[config.mk]
export PLATFORM = sky130hd
export DESIGN_NAME = bsb_config_regs
export DESIGN_NICKNAME = d
export VERILOG_FILES = /design/src/core/bsb_pkg.sv /design/src/core/bsb_timing_sel.sv /design/src/core/bsb_config_regs.sv
export SDC_FILE = /design/constraint.sdc
export NUM_CORES = 1
export LEC_CHECK = 0
export BUFFER_PORTS_ARGS = -buffer_cell sky130_fd_sc_hd__buf_2
export CORE_MARGIN = 8
export CORE_UTILIZATION = 49
export CTS_CLUSTER_SIZE = 40
export DETAILED_ROUTE_END_ITERATION = 6
export GPL_ROUTABILITY_DRIVEN = 1
export GPL_TIMING_DRIVEN = 0
export PLACE_DENSITY = 0.8
export SYNTH_ARGS = -nofsm -noshare
export SYNTH_HDL_FRONTEND = slang
export SYNTH_SLANG_ARGS = --single-unit
[constraint.sdc]
create_clock -name core_clk_i -period 3.3 [get_ports core_clk_i]
set_clock_uncertainty 0.2 [all_clocks]
set_input_delay 0.495 -clock core_clk_i [delete_from_list [all_inputs] [get_ports core_clk_i]]
set_output_delay 0.495 -clock core_clk_i [all_outputs]
set_load 0.02 [all_outputs]
[src/core/bsb_pkg.sv]
/*
 * Package for the backlight sync/dither/boost configuration bank:
 * register offsets, field positions, reset values and decode constants.
 * Assumes a 32-bit AXI4-Lite register bus and a single core clock.
 */
`default_nettype none

package bsb_pkg;

   // ==========================================================
   // Register indices; the bus byte address is four times the index
   // ==========================================================
   localparam logic [7:0] OFS_SYNC_DITHER_BOOST = 8'hA5;
   localparam logic [7:0] OFS_LOCK_COUNT_UPPER  = 8'hA6;
   localparam logic [7:0] OFS_LOCK_LOWER_INPUT  = 8'hA7;
   localparam logic [7:0] OFS_RATE_CONFIG       = 8'hA8;  // Holds resolution and rate code
   localparam int         REG_IDX_BITS          = 8;

   // ==========================================================
   // Field positions
   // ==========================================================
   localparam int BIT_SYNC_EN      = 7;
   localparam int DITHER_HI        = 6;
   localparam int DITHER_LO        = 5;
   localparam int BOOST_HI         = 4;
   localparam int BOOST_LO         = 0;
   localparam int LOCK_LOW_HI      = 7;
   localparam int LOCK_LOW_LO      = 3;
   localparam int BIT_FREQ_RES     = 2;
   localparam int HYST_HI          = 1;
   localparam int HYST_LO          = 0;
   localparam int RESO_HI          = 7;
   localparam int RESO_LO          = 6;
   localparam int RATE_HI          = 4;
   localparam int RATE_LO          = 0;
   localparam int LOCK_WIDTH       = 13;

   // ==========================================================
   // Reset values
   // ==========================================================
   localparam logic [7:0] RST_SYNC_DITHER_BOOST = 8'h00;
   localparam logic [7:0] RST_LOCK_COUNT_UPPER  = 8'h00;
   localparam logic [7:0] RST_LOCK_LOWER_INPUT  = 8'h00;
   localparam logic [7:0] RST_RATE_CONFIG       = 8'h00;

   // ==========================================================
   // Decode constants
   // ==========================================================
   localparam logic [5:0] BOOST_BASE_VOLTS = 6'h0A;   // 10 V at code zero
   localparam logic [5:0] BOOST_MAX_VOLTS  = 6'h28;   // 40 V ceiling
   localparam logic [1:0] AXI_OKAY         = 2'h0;
   localparam logic [1:0] AXI_SLVERR       = 2'h2;

   // Bus write request carrier
   typedef struct packed {
      logic [31:0] addr;
      logic [31:0] data;
      logic [3:0]  strb;
   } bsb_wreq_t;

   // Decoded configuration handed to the core logic
   typedef struct packed {
      logic                  sync_en;
      logic [1:0]            dither_bits;
      logic [4:0]            boost_target_code;
      logic [5:0]            boost_volts;
      logic [LOCK_WIDTH-1:0] lock_count;
      logic                  freq_resistor_select;
      logic [1:0]            hyst_mode;
      logic [1:0]            resolution;
      logic [4:0]            pwm_rate_code;
   } bsb_cfg_t;

endpackage : bsb_pkg

`default_nettype wire

[src/core/bsb_timing_sel.sv]
/*
 * Timing source selector: picks the lock divisor for the PLL when frame
 * sync is on, otherwise zero for the free-running source; picks the PLL
 * reference, the PWM rate source and the hysteresis input mask.
 * Assumes a decoded configuration from the register bank.
 */
`timescale 1ns/1ps
`default_nettype none

module bsb_timing_sel (
   input  wire logic            core_clk_i,     // Core clock
   input  wire logic            rst_n_i,        // Async reset, active low
   input  var  bsb_pkg::bsb_cfg_t cfg_i,        // Decoded configuration
   output logic                 pll_track_o,    // PLL follows frame sync
   output logic [12:0]          pll_divisor_o,  // Counter value in use
   output logic [1:0]           pll_ref_sel_o,  // 5/10/20/40 MHz select
   output logic [5:0]           pll_mult_o,     // 26/50/98 divided by 2, 0 for 196
   output logic                 rate_from_res_o,// Rate from resistor
   output logic [4:0]           rate_code_o,    // Stored rate code in use
   output logic [12:0]          hyst_mask_o     // Input bits ignored
);

   typedef struct packed {
      logic        track;
      logic [12:0] div;
      logic [1:0]  ref_sel;
      logic [5:0]  mult;
      logic        res;
      logic [4:0]  rate;
      logic [12:0] mask;
   } bsb_tsel_t;

   bsb_tsel_t st_ff;
   bsb_tsel_t nxt_st;

   // Half of the per-reference multiplier (26, 50, 98, 196)
   function automatic logic [5:0] ref_mult(input logic [1:0] sel);
      case (sel)
         2'h0:    ref_mult = 6'h0D;
         2'h1:    ref_mult = 6'h19;
         2'h2:    ref_mult = 6'h31;
         default: ref_mult = 6'h00;   // 196/2 = 98 does not fit; flagged by zero
      endcase
   endfunction : ref_mult

   // Next-state selection
   always_comb
   begin
      nxt_st         = st_ff;
      nxt_st.track   = cfg_i.sync_en;
      nxt_st.div     = cfg_i.sync_en ? cfg_i.lock_count : 13'h0000;
      nxt_st.ref_sel = cfg_i.resolution;
      nxt_st.mult    = ref_mult(cfg_i.resolution);
      nxt_st.res     = cfg_i.freq_resistor_select;
      nxt_st.rate    = cfg_i.freq_resistor_select ? 5'h00 : cfg_i.pwm_rate_code;
      case (cfg_i.hyst_mode)
         2'h0:    nxt_st.mask = 13'h0000;
         2'h1:    nxt_st.mask = 13'h0003;   // 13-bit input down to 11
         2'h2:    nxt_st.mask = 13'h0007;   // Down to 10 bits
         2'h3:    nxt_st.mask = 13'h001F;   // Down to 8 bits
         default: nxt_st.mask = 13'h0000;
      endcase
   end

   // State register
   always_ff @(posedge core_clk_i or negedge rst_n_i)
   begin
      if (!rst_n_i)
         st_ff <= '0;
      else
         st_ff <= nxt_st;
   end

   assign pll_track_o     = st_ff.track;
   assign pll_divisor_o   = st_ff.div;
   assign pll_ref_sel_o   = st_ff.ref_sel;
   assign pll_mult_o      = st_ff.mult;
   assign rate_from_res_o = st_ff.res;
   assign rate_code_o     = st_ff.rate;
   assign hyst_mask_o     = st_ff.mask;

endmodule : bsb_timing_sel

`default_nettype wire

[src/core/bsb_config_regs.sv]
/*
 * Configuration register bank for backlight sync, dither and boost,
 * reached over AXI4-Lite, with decoded outputs and the timing selector.
 * Assumes an AXI4-Lite master keeping one write and one read in flight.
 */
// Local design decision: register access over AXI4-Lite.
// Operation
// - Dither field gives zero to three bits
// - Boost is 10 V plus code, capped 40 V
// - Upper word holds lock count bits 12:5
// - Lower bits 7:3 hold count bits 4:0
// - Lock count used only while sync enabled
// - Resistor select bit chooses rate source
// - Hysteresis field suppresses small input changes
// - Hysteresis codes: off, 11, 10, 8 bits
// - Resolution picks reference and multiplier
// - Without resistor, stored rate code sets rate
`timescale 1ns/1ps
`default_nettype none

module bsb_config_regs (
   input  wire logic        core_clk_i,       // 250 MHz core clock
   input  wire logic        rst_n_i,          // Async reset, active low
   // AXI4-Lite write address
   input  wire logic [31:0] s_axi_awaddr_i,   // Write address
   input  wire logic        s_axi_awvalid_i,  // Write address valid
   output logic             s_axi_awready_o,  // Write address ready
   // AXI4-Lite write data
   input  wire logic [31:0] s_axi_wdata_i,    // Write data
   input  wire logic [3:0]  s_axi_wstrb_i,    // Byte strobes
   input  wire logic        s_axi_wvalid_i,   // Write data valid
   output logic             s_axi_wready_o,   // Write data ready
   // AXI4-Lite write response
   output logic [1:0]       s_axi_bresp_o,    // Write response
   output logic             s_axi_bvalid_o,   // Write response valid
   input  wire logic        s_axi_bready_i,   // Write response ready
   // AXI4-Lite read address
   input  wire logic [31:0] s_axi_araddr_i,   // Read address
   input  wire logic        s_axi_arvalid_i,  // Read address valid
   output logic             s_axi_arready_o,  // Read address ready
   // AXI4-Lite read data
   output logic [31:0]      s_axi_rdata_o,    // Read data
   output logic [1:0]       s_axi_rresp_o,    // Read response
   output logic             s_axi_rvalid_o,   // Read data valid
   input  wire logic        s_axi_rready_i,   // Read data ready
   // Core-facing configuration
   output logic             frame_sync_en_o,  // Frame sync drives PLL
   output logic [1:0]       dither_bits_o,    // Extra dither bits
   output logic [4:0]       boost_target_code_o, // Raw boost code
   output logic [5:0]       boost_volts_o,    // Boost target in volts
   output logic             pll_track_o,      // PLL tracking frame sync
   output logic [12:0]      pll_divisor_o,    // Lock count in use
   output logic [1:0]       pll_ref_sel_o,    // Reference select
   output logic [5:0]       pll_mult_o,       // Half multiplier
   output logic             rate_from_res_o,  // Rate from rate_set_resistor
   output logic [4:0]       pwm_rate_code_o,  // Stored rate code in use
   output logic [12:0]      hyst_mask_o       // Input LSBs ignored
);

   typedef struct packed {
      logic [7:0]  sync_dither_boost;
      logic [7:0]  lock_count_upper;
      logic [7:0]  lock_lower_input;
      logic [7:0]  rate_config;
      bsb_pkg::bsb_wreq_t wreq;
      logic        aw_held;
      logic        w_held;
      logic        bvalid;
      logic [1:0]  bresp;
      logic        rvalid;
      logic [31:0] rdata;
      logic [1:0]  rresp;
   } bsb_regs_t;

   bsb_regs_t         st_ff;
   bsb_regs_t         nxt_st;
   bsb_pkg::bsb_cfg_t cfg;

   // One aligned word per register: word index is the byte address over four
   function automatic logic [2:0] reg_sel(input logic [31:0] addr);
      if (addr[31:10] != 22'h000000)
         reg_sel = 3'h7;
      else if (addr[9:2] == bsb_pkg::OFS_SYNC_DITHER_BOOST)
         reg_sel = 3'h0;
      else if (addr[9:2] == bsb_pkg::OFS_LOCK_COUNT_UPPER)
         reg_sel = 3'h1;
      else if (addr[9:2] == bsb_pkg::OFS_LOCK_LOWER_INPUT)
         reg_sel = 3'h2;
      else if (addr[9:2] == bsb_pkg::OFS_RATE_CONFIG)
         reg_sel = 3'h3;
      else
         reg_sel = 3'h7;
   endfunction : reg_sel

   // ==========================================================
   // Bus handshakes
   // ==========================================================
   assign s_axi_awready_o = !st_ff.aw_held && !st_ff.bvalid;
   assign s_axi_wready_o  = !st_ff.w_held && !st_ff.bvalid;
   assign s_axi_arready_o = !st_ff.rvalid;
   assign s_axi_bvalid_o  = st_ff.bvalid;
   assign s_axi_bresp_o   = st_ff.bresp;
   assign s_axi_rvalid_o  = st_ff.rvalid;
   assign s_axi_rdata_o   = st_ff.rdata;
   assign s_axi_rresp_o   = st_ff.rresp;

   // ==========================================================
   // Next state: capture, write, read
   // ==========================================================
   always_comb
   begin
      logic        aw_now;
      logic        w_now;
      logic [31:0] waddr;
      logic [31:0] wdat;
      logic [3:0]  wstb;
      logic [7:0]  wbyte;
      logic        wlane_en;
      logic [7:0]  rbyte;
      logic [2:0]  rsel;
      aw_now   = 1'b0;
      w_now    = 1'b0;
      waddr    = 32'h00000000;
      wdat     = 32'h00000000;
      wstb     = 4'h0;
      wbyte    = 8'h00;
      wlane_en = 1'b0;
      rbyte    = 8'h00;
      rsel     = 3'h7;
      nxt_st   = st_ff;

      aw_now = s_axi_awvalid_i && s_axi_awready_o;
      w_now  = s_axi_wvalid_i && s_axi_wready_o;
      if (aw_now)
      begin
         nxt_st.wreq.addr = s_axi_awaddr_i;
         nxt_st.aw_held   = 1'b1;
      end
      if (w_now)
      begin
         nxt_st.wreq.data = s_axi_wdata_i;
         nxt_st.wreq.strb = s_axi_wstrb_i;
         nxt_st.w_held    = 1'b1;
      end

      // Write commits once address and data have both arrived
      if (nxt_st.aw_held && nxt_st.w_held)
      begin
         waddr    = nxt_st.wreq.addr;
         wdat     = nxt_st.wreq.data;
         wstb     = nxt_st.wreq.strb;
         wbyte    = wdat[7:0];
         wlane_en = wstb[0];
         nxt_st.aw_held = 1'b0;
         nxt_st.w_held  = 1'b0;
         nxt_st.bvalid  = 1'b1;
         nxt_st.bresp   = bsb_pkg::AXI_OKAY;
         case (reg_sel(waddr))
            3'h0:
            begin
               if (wlane_en) nxt_st.sync_dither_boost = wbyte;
            end
            3'h1:
            begin
               if (wlane_en) nxt_st.lock_count_upper = wbyte;
            end
            3'h2:
            begin
               if (wlane_en) nxt_st.lock_lower_input = wbyte;
            end
            3'h3:
            begin
               if (wlane_en) nxt_st.rate_config = wbyte;
            end
            default: nxt_st.bresp = bsb_pkg::AXI_SLVERR;
         endcase
      end
      if (st_ff.bvalid && s_axi_bready_i)
         nxt_st.bvalid = 1'b0;

      // Read: answer one cycle after the address is taken
      if (s_axi_arvalid_i && s_axi_arready_o)
      begin
         rsel = reg_sel(s_axi_araddr_i);
         case (rsel)
            3'h0:    rbyte = st_ff.sync_dither_boost;
            3'h1:    rbyte = st_ff.lock_count_upper;
            3'h2:    rbyte = st_ff.lock_lower_input;
            3'h3:    rbyte = st_ff.rate_config;
            default: rbyte = 8'h00;
         endcase
         nxt_st.rdata  = {24'h000000, rbyte};
         nxt_st.rresp  = (rsel == 3'h7) ? bsb_pkg::AXI_SLVERR : bsb_pkg::AXI_OKAY;
         nxt_st.rvalid = 1'b1;
      end
      else if (st_ff.rvalid && s_axi_rready_i)
      begin
         nxt_st.rvalid = 1'b0;
      end
   end

   // State register
   always_ff @(posedge core_clk_i or negedge rst_n_i)
   begin
      if (!rst_n_i)
      begin
         st_ff                   <= '0;
         st_ff.sync_dither_boost <= bsb_pkg::RST_SYNC_DITHER_BOOST;
         st_ff.lock_count_upper  <= bsb_pkg::RST_LOCK_COUNT_UPPER;
         st_ff.lock_lower_input  <= bsb_pkg::RST_LOCK_LOWER_INPUT;
         st_ff.rate_config       <= bsb_pkg::RST_RATE_CONFIG;
      end
      else
      begin
         st_ff <= nxt_st;
      end
   end

   // ==========================================================
   // Field decode
   // ==========================================================
   always_comb
   begin
      logic [5:0] volts;
      volts                     = bsb_pkg::BOOST_BASE_VOLTS
                                  + {1'b0, st_ff.sync_dither_boost[bsb_pkg::BOOST_HI:bsb_pkg::BOOST_LO]};
      cfg.sync_en               = st_ff.sync_dither_boost[bsb_pkg::BIT_SYNC_EN];
      cfg.dither_bits           = st_ff.sync_dither_boost[bsb_pkg::DITHER_HI:bsb_pkg::DITHER_LO];
      cfg.boost_target_code     = st_ff.sync_dither_boost[bsb_pkg::BOOST_HI:bsb_pkg::BOOST_LO];
      cfg.boost_volts           = (volts > bsb_pkg::BOOST_MAX_VOLTS) ? bsb_pkg::BOOST_MAX_VOLTS : volts;
      cfg.lock_count            = {st_ff.lock_count_upper,
                                   st_ff.lock_lower_input[bsb_pkg::LOCK_LOW_HI:bsb_pkg::LOCK_LOW_LO]};
      cfg.freq_resistor_select  = st_ff.lock_lower_input[bsb_pkg::BIT_FREQ_RES];
      cfg.hyst_mode             = st_ff.lock_lower_input[bsb_pkg::HYST_HI:bsb_pkg::HYST_LO];
      cfg.resolution            = st_ff.rate_config[bsb_pkg::RESO_HI:bsb_pkg::RESO_LO];
      cfg.pwm_rate_code         = st_ff.rate_config[bsb_pkg::RATE_HI:bsb_pkg::RATE_LO];
   end

   assign frame_sync_en_o     = cfg.sync_en;
   assign dither_bits_o       = cfg.dither_bits;
   assign boost_target_code_o = cfg.boost_target_code;
   assign boost_volts_o       = cfg.boost_volts;

   // Timing source selection
   bsb_timing_sel u_timing_sel (
      .core_clk_i      (core_clk_i),
      .rst_n_i         (rst_n_i),
      .cfg_i           (cfg),
      .pll_track_o     (pll_track_o),
      .pll_divisor_o   (pll_divisor_o),
      .pll_ref_sel_o   (pll_ref_sel_o),
      .pll_mult_o      (pll_mult_o),
      .rate_from_res_o (rate_from_res_o),
      .rate_code_o     (pwm_rate_code_o),
      .hyst_mask_o     (hyst_mask_o)
   );

endmodule : bsb_config_regs

`default_nettype wire

* After elaboration in Yosys (flattened, before gate mapping)
Cells that the tools add are included.
** Operators by class
- Reduce and logical (&&, ||, !) cells :: 25
- Equality and inequality tests :: 20
- Multiplexer cells :: 28
- Add/subtract/negate cells :: 1
- Order comparisons :: 1
** Operators with widths (count)
- $eq A8 B8 Y1 const B :: 8
- $pmux W13 S4 :: 1
- $reduce_bool A22 Y1 :: 2
- $mux W3 :: 12
- $mux W32 :: 1
- $pmux W8 S4 :: 1
- $pmux W6 S3 :: 1
- $mux W13 :: 1
- $eq A3 B2 Y1 const B :: 4
- $mux W12 :: 1
- $reduce_and A3 Y1 :: 4
- $mux W5 :: 2
- $logic_and A1 B1 Y1 :: 8
- $add A4 B5 Y6 const A :: 1
- $eq A2 B2 Y1 const B :: 3
- $eq A3 B1 Y1 const B :: 2
- $gt A6 B6 Y1 const B :: 1
- $logic_not A3 Y1 :: 2
- $mux W6 :: 1
- $mux W1 :: 5
- $eq A2 B1 Y1 const B :: 2
- $logic_not A1 Y1 :: 4
- $logic_not A2 Y1 :: 2
- $mux W2 :: 2
- other kinds (3) :: 4
** Storage, ports and cells
- Bits in registers :: 133
- Output and inout port bits :: 96
- Input bits :: 107
- Logic and storage cells :: 98

* Depth between registers and ports, before layout
Gate-level depths: netlist of the first run.
- Depth in word-level cells :: 16
- Gate-level depth with buffers :: 7
- Depth with buffers taken out :: 5

* By module
Synthesis of the first run repeated with hierarchy kept, for this count alone.
** Second synthesis, totals
- Cells, all modules :: 484
- Area, all modules :: 5367.6 µm²
** Modules (own cells, without submodules)
- bsb_config_regs :: instances 1, cells an instance 411, seq. area each 2127.0 µm², area each 4295.4 µm²
- bsb_timing_sel :: instances 1, cells an instance 73, seq. area each 750.7 µm², area each 1072.3 µm²

* Worst setup path before layout of the first run
No wires, ideal clock.
- Path kind :: reg2reg
- Start point :: reg st_ff, in the netlist s_axi_bvalid_o
- End point :: reg st_ff, in the netlist cfg[15]
- Setup time :: 0.125 ns
- Path buffers :: 1
- Slack :: 0.903 ns
- Data required time :: 2.975 ns
- Period minus slack after synthesis :: 2.397 ns
- Stages on the path, launching flop included :: 7
- Data arrival time :: 2.073 ns
- Cells stage by stage :: dfrtp_1 nor3b_1 buf_4 mux2_2 and2_2 nand4b_1 mux2_2
** RTL lines
- start, declared :: line bsb_config_regs.sv:75 : bsb_regs_t st_ff;
- start signal, assigned :: line bsb_config_regs.sv:215 : st_ff <= nxt_st;

* Worst setup path after layout of the first run
- Start point :: reg st_ff[84] in the netlist's numbering
- End point :: reg st_ff, in the netlist cfg[17]
** Between the ends
- Cells in the longest elaborated chain, start to end :: 10
- Elaborated cells on any way between the ends :: 13
- Classes of those cells :: eq/ne (5); mux (7); reduce/logical (1)
** RTL lines
- $mux W32 * :: line bsb_config_regs.sv:134 : if (aw_now)
- $eq A8 B8 Y1 :: line bsb_config_regs.sv:89 : else if (addr[9:2] == bsb_pkg::OFS_RATE_CONFIG)
- $mux W3 :: line bsb_config_regs.sv:89
- $mux W3 :: line bsb_config_regs.sv:87 : else if (addr[9:2] == bsb_pkg::OFS_LOCK_LOWER_INPUT)
- $mux W3 :: line bsb_config_regs.sv:85 : else if (addr[9:2] == bsb_pkg::OFS_LOCK_COUNT_UPPER)
- $mux W3 * :: line bsb_config_regs.sv:83 : else if (addr[9:2] == bsb_pkg::OFS_SYNC_DITHER_BOOST)
- $mux W3 * :: line bsb_config_regs.sv:81 : if (addr[31:10] != 22'h000000)
- $mux W3 * :: line bsb_config_regs.sv:147 : if (nxt_st.aw_held && nxt_st.w_held)
- $eq A3 B1 Y1 * :: line bsb_config_regs.sv:158 : case (reg_sel(waddr))
- $reduce_and A3 Y1 (no line) *
Mark *: on every way between the ends. The rest lies on a longest branch, timed or not. The select of a mux whose other input is x is not followed.
A chain may end at the register's enable or synchronous reset.

==> metrics.txt, run 1 <==
status=finished clean; P_int=3440 µW; fin. max-slew vios=0; fill count=between 800 and 900; Die ar.=0.0144 mm²; area occupied by multi-input gates=~0.0020 mm²; max-cap viol count=0; layout cells sized above 1=0.514; largest net degree at the start of global routing=63; Fin. Hold Viols=0; asr flop ratio synth=1.00; largest cells by area after synthesis=dfrtp_1 (54%), mux2_2 (15%), buf_4 (8.7%); switch share=0.259; CP required=around 3.5 ns; Vias per Instance=5.00; maximum clock insertion buffer count=2; Initial Util=0.494; dpl hpwl=about 9.7 mm; H-tree levels=4; RSZ-0062 raised after global routing=no; combinational share of power=0.180; worst path bufs/invs=0; DR vias=3828; first-pass GRT wire length=about 21 mm; Crit path max-delay family=simple AND/OR/NAND/NOR gates; max incr delay on CP=between 0.5 and 0.6 ns; CP dominant cell by count=nand4b_1; Synth top cells by count=dfrtp_1 (115), mux2_2 (71), buf_4 (61); die width=120 µm; post-synthesis area per instance=about 13 µm²; Routed Antenna Nets=0; Setup-failing EPs final=0; post-cts sizing count=0; PD cells=around 670 mW/mm²; Synth top area share=0.545; Die Height=roughly 120 µm; FF+latch count, synth=around 120; most frequent cell after synthesis=dfrtp_1; DR pass1 iterations=5; DR DRC count=0; Primary FF master, synth=dfrtp_1; number of setup buffers added after CTS=0; Core ar.=0.0107 mm²; Top-Level Pins=~200; path type of the worst setup path=flop to flop; Synth cell types=48; clk_lat worst skew=approximately 0.51 ns; Tcrit/Tclk final=0.842; total number of yosys warnings=0; worst setup path startpoint=st_ff[84]; Num CTS Buffers=17; clock sinks=115; r2r startpoint=st_ff[84]; Finished Layout Cells=about 770; Worst Setup End Kind=flop; fin nets=around 720; sequential power share=0.396; root buffer cell=clkbuf_8; Worst-Margin Slew=1.25 ns; Net Sw Power=~1200 µW; row count=38; critical path launch point type=flop; Worst Path Max Fanout=8; Leak=between 0.003 and 0.004 µW; post-layout min period=about 2.8 ns; initial detailed-routing violation count=roughly 130; synthesized area=0.00528 mm²; clock share of power=0.424; FMAX=roughly 360 MHz; Hold Startpoint=s_axi_awaddr_i[20]; GRT overflow=0; Max transition margin=0.165; Reg area=approximately 0.0029 mm²; CP Cell Sequence=nor4bb_1, nand4b_1, o22ai_1, nand4b_1, mux2_2; Worst VDD drop=between 0.4 and 0.5 mV; Routed WL per cell=between 15 and 20 µm; vias in the first global route=roughly 4100; Worst-path clk slew=0.06 ns; largest area contributor in the netlist=dfrtp_1; Syn-to-layout area delta=31.9%; Final TNS setup=0 ns; initial antenna violation count=1; Seq/Total Area, Yosys=0.545; slowest CP cell=nand4b_1; Syn Inst Count=between 400 and 500; Cell Count Post-Placement=between 700 and 800; crit path DAT=2.96 ns; GP Congestion=approximately 0.8; All-Layer GR Usage=0.183; Post-synth EDFFs=0; Worst Hold Class=primary input to flop; TritonCTS clock tree=done; final wirelength=~13 mm; IO Port Bufs=between 100 and 150
[worst paths after layout]
kind                                            endpoint  slack [ns]  depth (start not counted)
min in group asynchronous               s_axi_rdata_o[2]        0.42                          2
min reg2reg                u_timing_sel.pll_ref_sel_o[0]        0.30                          0
max reg2reg                                      cfg[17]        0.52                          5
min                                            st_ff[96]        0.03                          2
max                                              cfg[17]        0.52                          5
max in group asynchronous    u_timing_sel.hyst_mask_o[3]        1.76                          3
[layout make-up]
cell class                 count  area share
antenna                        1    0.000359
buffer                        74      0.0735
clock buffer                  20      0.0639
clock inverter                12      0.0293
inverter                       6     0.00323
multi-input combinational    260       0.287
sequential                   115       0.413
tap                          140      0.0251
timing repair buffer         138       0.105
[power by group through the flow]
stage	sequential (µW)	combinational, µW	clock (µW)
2_1_floorplan	1820	607	0
3_3_place_gp	1830	787	0
3_5_place_dp	1860	829	0
4_1_cts	1840	843	1990
5_1_grt	1870	912	2070
6_report	1840	837	1970
[layout by cell type (no fill, tap or decap), types with 8 or more instances in the layout]
cell type | synthesis | layout
nand3_1 | 10 | 10
buf_4 | 61 | 62
buf_2 | 4 | 137
nor2_1 | 10 | 10
conb_1 | 1 | 35
a22oi_1 | 8 | 8
dfrtp_1 | 115 | 115
nor2b_1 | 11 | 11
clkbuf_16 | 0 | 16
and2_1 | 14 | 14
o21ai_0 | 11 | 11
mux2_2 | 71 | 71
nor4_1 | 13 | 13
[flip-flops by register name, indices dropped and copies added, names as in the netlist, 3 cells and up]
name / cells
u_timing_sel.pll_divisor_o: 13
u_timing_sel.rate_code_o: 5
s_axi_rdata_o: 8
u_timing_sel.hyst_mask_o: 3
cfg: 23
boost_target_code_o: 5
st_ff: 42
u_timing_sel.pll_mult_o: 5
[kinds of logic after synthesis]
kind of cell | count (synthesis) | synth area share
buffers and inverters | 80 | 0.101
xor gates and xnor gates | 2 | 0.00332
muxes | 74 | 0.157
and+or+nand+nor | 101 | 0.122
DFF | 115 | 0.545
AOI/OAI and AO/OA | 43 | 0.0592
adders and majority gates | 5 | 0.0118
other | 1 | 0.000710
[through the flow]
stage           util  power [µW]  cell area (µm²)  setup WS, ns  hold slack, ns
6_report       0.651        4640             6970         0.520          0.0324
5_1_grt        0.651        4850             6960         0.383          0.0238
4_1_cts        0.651        4670             6960         0.517          0.0189
3_5_place_dp   0.587        2690             6280         0.323           0.288
3_3_place_gp   0.585        2620             6250         0.263           0.281
2_1_floorplan      -        2420             5410         0.903       -0.000591
[worst reg2reg max path: stages (launching register included)]
cell      delay, ns
dfrtp_1        0.38
nor4bb_1       0.44
nand4b_1       0.17
o22ai_1        0.43
nand4b_1       0.57
mux2_2         0.47
[metal layers]
metal / up-vias / global-route usage / part of all wire
met2: 158 / 0.314 / 0.51
li1: 1800 / - / -
met1: 1851 / 0.198 / 0.38
met3: 17 / 0.0775 / 0.093
met5: - / 0 / 0.00062
met4: 2 / 0.0671 / 0.015
[what timing repair did]
action,4_1_cts,5_1_grt
hold endpoints to repair,63,0
hold buffers,3,0
endpoints found under the setup margin,0,0
(Power assumes the default switching activity.)
==> inputs of run 2 (changes only) <==
Settings changed: CORE_UTILIZATION 49 to 44, PLACE_DENSITY 0.8 to 0.76.
Clock period 3.3 ns to 2.5 ns, I/O delays scaled along.
==> metrics.txt, run 2 (synthesized netlist as in run 1, its figures left out) <==
maximum clock insertion buffer count=2 (unchanged); PD cells=848 mW/mm² (+27%); fin. max-slew vios=0 (unchanged); CP Cell Sequence=nor4bb_2, nand3_1, o21ai_1, nand4_2, mux2_2; status=finished clean; Fin. Hold Viols=0 (unchanged); number of flip-flops in the largest register=42 (unchanged); DR DRC count=0 (unchanged); DR vias=3774 (-1.4%); Die ar.=0.0158 mm² (+9.8%); All-Layer GR Usage=0.160 (-0.0233); design area=0.00705 mm² (+1.2%); ant diodes=0 (-1); max-cap viol count=0 (unchanged); Leak=0.00364 µW (+0.61%); TritonCTS clock tree=done; Top-Level Pins=203 (unchanged); largest net degree at the start of global routing=76 (+21%); dpl hpwl=9.27 mm (-4.3%); IO Port Bufs=134 (unchanged); Final Core Density=0.594 (-0.0569); commonest non-fill, non-tap cell in the layout=buf_2; Routed WL per cell=15.9 µm (-6.3%); initial antenna violation count=1 (unchanged); Num CTS Buffers=17 (unchanged); Die Height=126 µm (+4.8%); commonest non-fill, non-tap cells in the layout=buf_2 (135), dfrtp_1 (115), mux2_2 (71), buf_4 (69), conb_1 (35); RSZ-0062 raised after global routing=no; Finished Layout Cells=779 (+1.7%); Worst Hold Class=primary input to flop; root buffer cell=clkbuf_16; Syn-to-layout area delta=33.5%; Fin Hold WS=0.0182 ns (-0.0142 ns); first-pass GRT wire length=20.2 mm (-4.0%); Routed Antenna Nets=0 (unchanged); Core ar.=0.0119 mm² (+11%); flop2flop setup slack=0.09 ns (-0.43 ns); Tcrit/Tclk final=0.962 (+0.120); GRT overflow=0 (unchanged); DR pass1 iterations=4 (-1); clock sinks=115 (unchanged); crit path DAT=2.50 ns (-0.46 ns); Setup-failing EPs final=0 (unchanged); Initial Util=0.445 (-0.0484); layout cells sized above 1=0.522 (+0.00855); critical path launch point type=flop; Worst-path clk slew=0.05 ns (about the same); vias in the first global route=4091 (-0.49%); GP Congestion=0.766 (-3.7%); path type of the worst setup path=flop to flop; CP required=2.59 ns (-0.89 ns); Worst-Margin Slew=1.25 ns (+0.00309 ns); clk_lat worst skew=0.41 ns (-0.10 ns); Worst Path Max Fanout=8 (unchanged); post-layout min period=2.41 ns (-0.374 ns); Worst VDD drop=0.612 mV (+30%); H-tree levels=4 (unchanged); fill count=964 (+19%); die width=126 µm (+4.8%); slowest CP cell=nand4_2; most flop-heavy register=st_ff; Max transition margin=0.163 (-0.00206); Cell Count Post-Placement=737 (+0.96%); Worst Setup End Kind=flop; Placement Cell Area=0.00629 mm² (+0.14%); FMAX=416 MHz (+16%); Vias per Instance=4.84 (-3.1%); final wirelength=12.4 mm (-4.7%); row count=40 (+5.3%); fin nets=732 (+1.1%); max incr delay on CP=0.42 ns (-0.15 ns); initial detailed-routing violation count=177 (+34%)
==> run 2: final cells by class <==
cell class / instances / area, µm² / share of cell area
flip-flops and latches: 115 / 2880 / 0.408
multi-input cells: 260 / 2060 / 0.292
repair buffers: 146 / 798 / 0.113
plain buffers: 74 / 517 / 0.0733
clock buffers: 21 / 460 / 0.0653
well taps: 147 / 184 / 0.0261
clock inverters: 10 / 133 / 0.0188
inverters: 6 / 22.5 / 0.00319
==> run 2: report_power, final <==
group	switching [µW]	internal, µW
clock network	788	1600
logic	558	594
registers	220	2220
==> run 2: path summary, 6_finish.rpt <==
kind                                          from                     endpoint  cells past startpoint
worst min register to register    s_axi_rdata_o[5]             s_axi_rdata_o[5]                      1
max in group asynchronous                  rst_n_i   u_timing_sel.pll_mult_o[5]                      3
worst max-delay path                     st_ff[84]              frame_sync_en_o                      5
worst min-delay path            s_axi_awaddr_i[18]                    st_ff[94]                      2
worst max register to register           st_ff[84]              frame_sync_en_o                      5
min in group asynchronous                  rst_n_i  u_timing_sel.rate_code_o[2]                      2
==> run 2: through the flow <==
step / TNS, ns / setup WS, ns / power, µW
2_1_floorplan: 0 / 0.103 / 3200
3_3_place_gp: -55.82 / -0.443 / 3460
3_5_place_dp: -7.07 / -0.360 / 3540
4_1_cts: 0 / 0.00931 / 5970
5_1_grt: 0 / 0.00309 / 6250
6_report: 0 / 0.0943 / 5980
==> run 2: repair_timing <==
item,in CTS,in global routing
setup endpoints to repair,32,32
hold buffers,6,0
resized for setup,5,7
pin swaps,2,5
buffers inserted,1,4
hold endpoints to repair,45,0
==> run 2: worst max-delay path, delay by kind of cell, from the launching register on <==
kind,cells,cell delay [ns]
AOI/OAI and AO/OA,1,0.34
muxes,1,0.42
DFF,1,0.38
and+or+nand+nor,3,0.95
==> run 2: layer usage <==
metal / part of all wire / global-route usage
met5: 0.0011 / 0
met4: 0.015 / 0.0645
met3: 0.070 / 0.0616
met2: 0.51 / 0.273
met1: 0.40 / 0.174
==> inputs of run 3 (changes only) <==
Settings changed: ABC_AREA from default to 1, CORE_UTILIZATION 44 to 46, PLACE_DENSITY 0.76 to 0.77.
==> metrics.txt, run 3 <==
row count=41 (+2.5%); largest cells by area after synthesis=dfrtp_1 (49%), nand2_1 (16%), buf_4 (7.6%); ant diodes=0 (unchanged); fill count=1038 (+7.7%); P_int=4630 µW (+4.9%); adder-cell area share of the yosys netlist=0.0106 (-0.00125); fin. max-slew vios=0 (unchanged); combinational share of power=0.369 (+0.176); Die ar.=0.0167 mm² (+6.0%); Tcrit/Tclk final=1.00 (+0.0402); DR pass1 iterations=5 (+1); Routed Antenna Nets=0 (unchanged); Worst VDD drop=0.548 mV (-10%); largest net degree at the start of global routing=63 (-17%); Design Power=7240 µW (+21%); Routed WL per cell=14.2 µm (-10%); GP Congestion=0.841 (+9.8%); TritonCTS clock tree=done; FF+latch count, synth=115 (unchanged); failing checks=setup timing; DR vias=5520 (+46%); critical path launch point type=flop; layout cells sized above 1=0.367 (-0.155); root buffer cell=clkbuf_16; Synth top area share=0.488 (-0.0573); post-place setup slack=-0.138 ns (+0.222 ns); commonest non-fill, non-tap cells in the layout=nand2_1 (211), buf_2 (132), dfrtp_1 (114), buf_4 (88), inv_1 (64); final wirelength=16.4 mm (+32%); total number of yosys warnings=0 (unchanged); die width=129 µm (+3.0%); area occupied by multi-input gates=0.00259 mm² (+26%); most frequent cell after synthesis=nand2_1; Fin. Hold Viols=0 (unchanged); simple-gate share of the synthesized area=0.326 (+0.204); DR DRC count=0 (unchanged); Worst Hold Depth=3 (+1); max-cap viol count=0 (unchanged); crit path DAT=1.93 ns (-0.57 ns); Num CTS Buffers=17 (unchanged); status=finished with violations; largest area contributor in the netlist=dfrtp_1; path type of the worst setup path=flop to primary output; Reg area=0.00288 mm² (about the same); sequential power share=0.325 (-0.083); GRT overflow=0 (unchanged); Worst Hold Class=primary input to flop; Cell Count Post-Placement=1080 (+47%); post-synthesis compound-gate area fraction=0.0326 (-0.0266); Max transition margin=0.613 (+0.451); XOR/XNOR share of the synthesized area=0.00148 (-0.00183); post-layout min period=2.51 ns (+0.101 ns); CP required=1.92 ns (-0.67 ns); synthesized area=0.00590 mm² (+12%); PD cells=876 mW/mm² (+3.3%); clock share of power=0.306 (-0.094); Setup-failing EPs final=2 (+2); FF-to-FF path depth=16 (+11); Finished Layout Cells=1151 (+48%); main combinational cell family by area after synthesis=simple AND/OR/NAND/NOR gates; H-tree levels=4 (unchanged); Synth cell types=29 (-40%); Worst Setup End Kind=primary output; Seq/Total Area, Yosys=0.488 (-0.0573); first-pass GRT wire length=24.3 mm (+20%); Leak=0.00461 µW (+27%); Worst Path Max Fanout=2 (-6); Post-synth EDFFs=0 (unchanged); Vias per Instance=4.80 (-1.0%); Syn Inst Count=738 (+75%); switch share=0.361 (+0.0988); RSZ-0062 raised after global routing=yes; Worst-Margin Slew=0.578 ns (-0.676 ns); Worst-path clk slew=0.05 ns (about the same); IO Port Bufs=135 (+0.75%); Net Sw Power=2610 µW (+67%); Top-Level Pins=203 (unchanged); maximum clock insertion buffer count=2 (unchanged); clk_lat worst skew=0.41 ns (about the same); Syn-to-layout area delta=40.0%; Initial Util=0.470 (+0.0243); post-synthesis area per instance=8.00 µm² (-36%); Synth top cells by count=nand2_1 (246), dfrtp_1 (115), inv_1 (67); asr flop ratio synth=1.00 (unchanged); number of flip-flops in the largest register=42 (unchanged); initial antenna violation count=0 (-1); initial detailed-routing violation count=364 (+110%); vias in the first global route=5261 (+29%); Core ar.=0.0126 mm² (+6.0%); All-Layer GR Usage=0.182 (+0.0223); post-route setup slack=-0.00618 ns (-0.101 ns); Fin Hold WS=0.0425 ns (+0.0243 ns); dpl hpwl=11.0 mm (+18%); Primary FF master, synth=dfrtp_1; commonest non-fill, non-tap cell in the layout=nand2_1; mux share of post-synthesis cell area=0 (-0.157); Die Height=129 µm (+3.0%); most flop-heavy register=st_ff; FMAX=399 MHz (-4.0%); clock sinks=115 (unchanged); fin nets=1080 (+48%)
==> run 3: cell type report <==
| class | count | share of cell area |
|---|---|---|
| Multi-Input combinational cell | 506 | 0.313 |
| Timing Repair Buffer | 180 | 0.141 |
| Tap cell | 172 | 0.0260 |
| Clock buffer | 20 | 0.0553 |
| Buffer | 79 | 0.0730 |
| Clock inverter | 10 | 0.0104 |
| Sequential cell | 115 | 0.348 |
| Inverter | 69 | 0.0321 |
==> run 3: cells by family after synthesis <==
family	count (synthesis)
and+or+nand+nor	430
buffers and inverters	152
DFF	115
AOI/OAI and AO/OA	34
xor gates and xnor gates	1
other	1
adders and majority gates	5
==> run 3: power groups by stage <==
stage	clock network (µW)	logic, µW	registers (µW)
finish	2220	2670	2360
global route	2330	2920	2390
CTS	2230	1850	2330
detailed placement	0	1820	2360
global placement	0	1780	2340
floorplan	0	1320	2340
==> run 3: layer usage <==
metal | up-vias | wire, µm | track usage
met5 | - | 0 | 0
met4 | 0 | 411 | 0.0885
met3 | 39 | 1290 | 0.0456
met2 | 215 | 7970 | 0.290
met1 | 2556 | 6690 | 0.226
li1 | 2710 | - | -
==> run 3: worst paths after layout <==
check | startpoint | end | slack, ns
max in group asynchronous | rst_n_i | u_timing_sel.pll_track_o | 1.13
min | s_axi_awaddr_i[11] | st_ff[87] | 0.04
min in group asynchronous | rst_n_i | st_ff[107] | 0.29
min reg2reg | s_axi_rdata_o[1] | s_axi_rdata_o[1] | 0.28
max | boost_target_code_o[1] | boost_volts_o[3] | -0.006
max reg2reg | s_axi_bvalid_o | cfg[15] | 0
==> run 3: per-stage QoR <==
stage,area [µm²],TNS (ns),util
final,8260,-0.00716,0.658
after global routing,8260,-2.51,0.658
after CTS,7660,-0.00356,0.609
after detailed placement,6950,-2.62,0.553
after global placement,6920,-61.11,0.551
after floorplan,6030,0,-
==> run 3: worst max-delay path, stage by stage, from the launching register on <==
cell     delay [ns]
dfrtp_1        0.39
ha_1           0.31
o31ai_1        0.26
nand2_1        0.08
nand2_1        0.08
inv_2          0.04
or2_4          0.22
buf_6          0.13
==> run 3: what timing repair did <==
item                                    in CTS  in global routing
endpoints found under the setup margin      36                 36
buffers inserted                            15                 22
cloned                                       0                  5
endpoints found under the hold margin       55                  0
resized for setup                           10                114
hold buffers                                 3                  0
pin swaps                                    5                 28
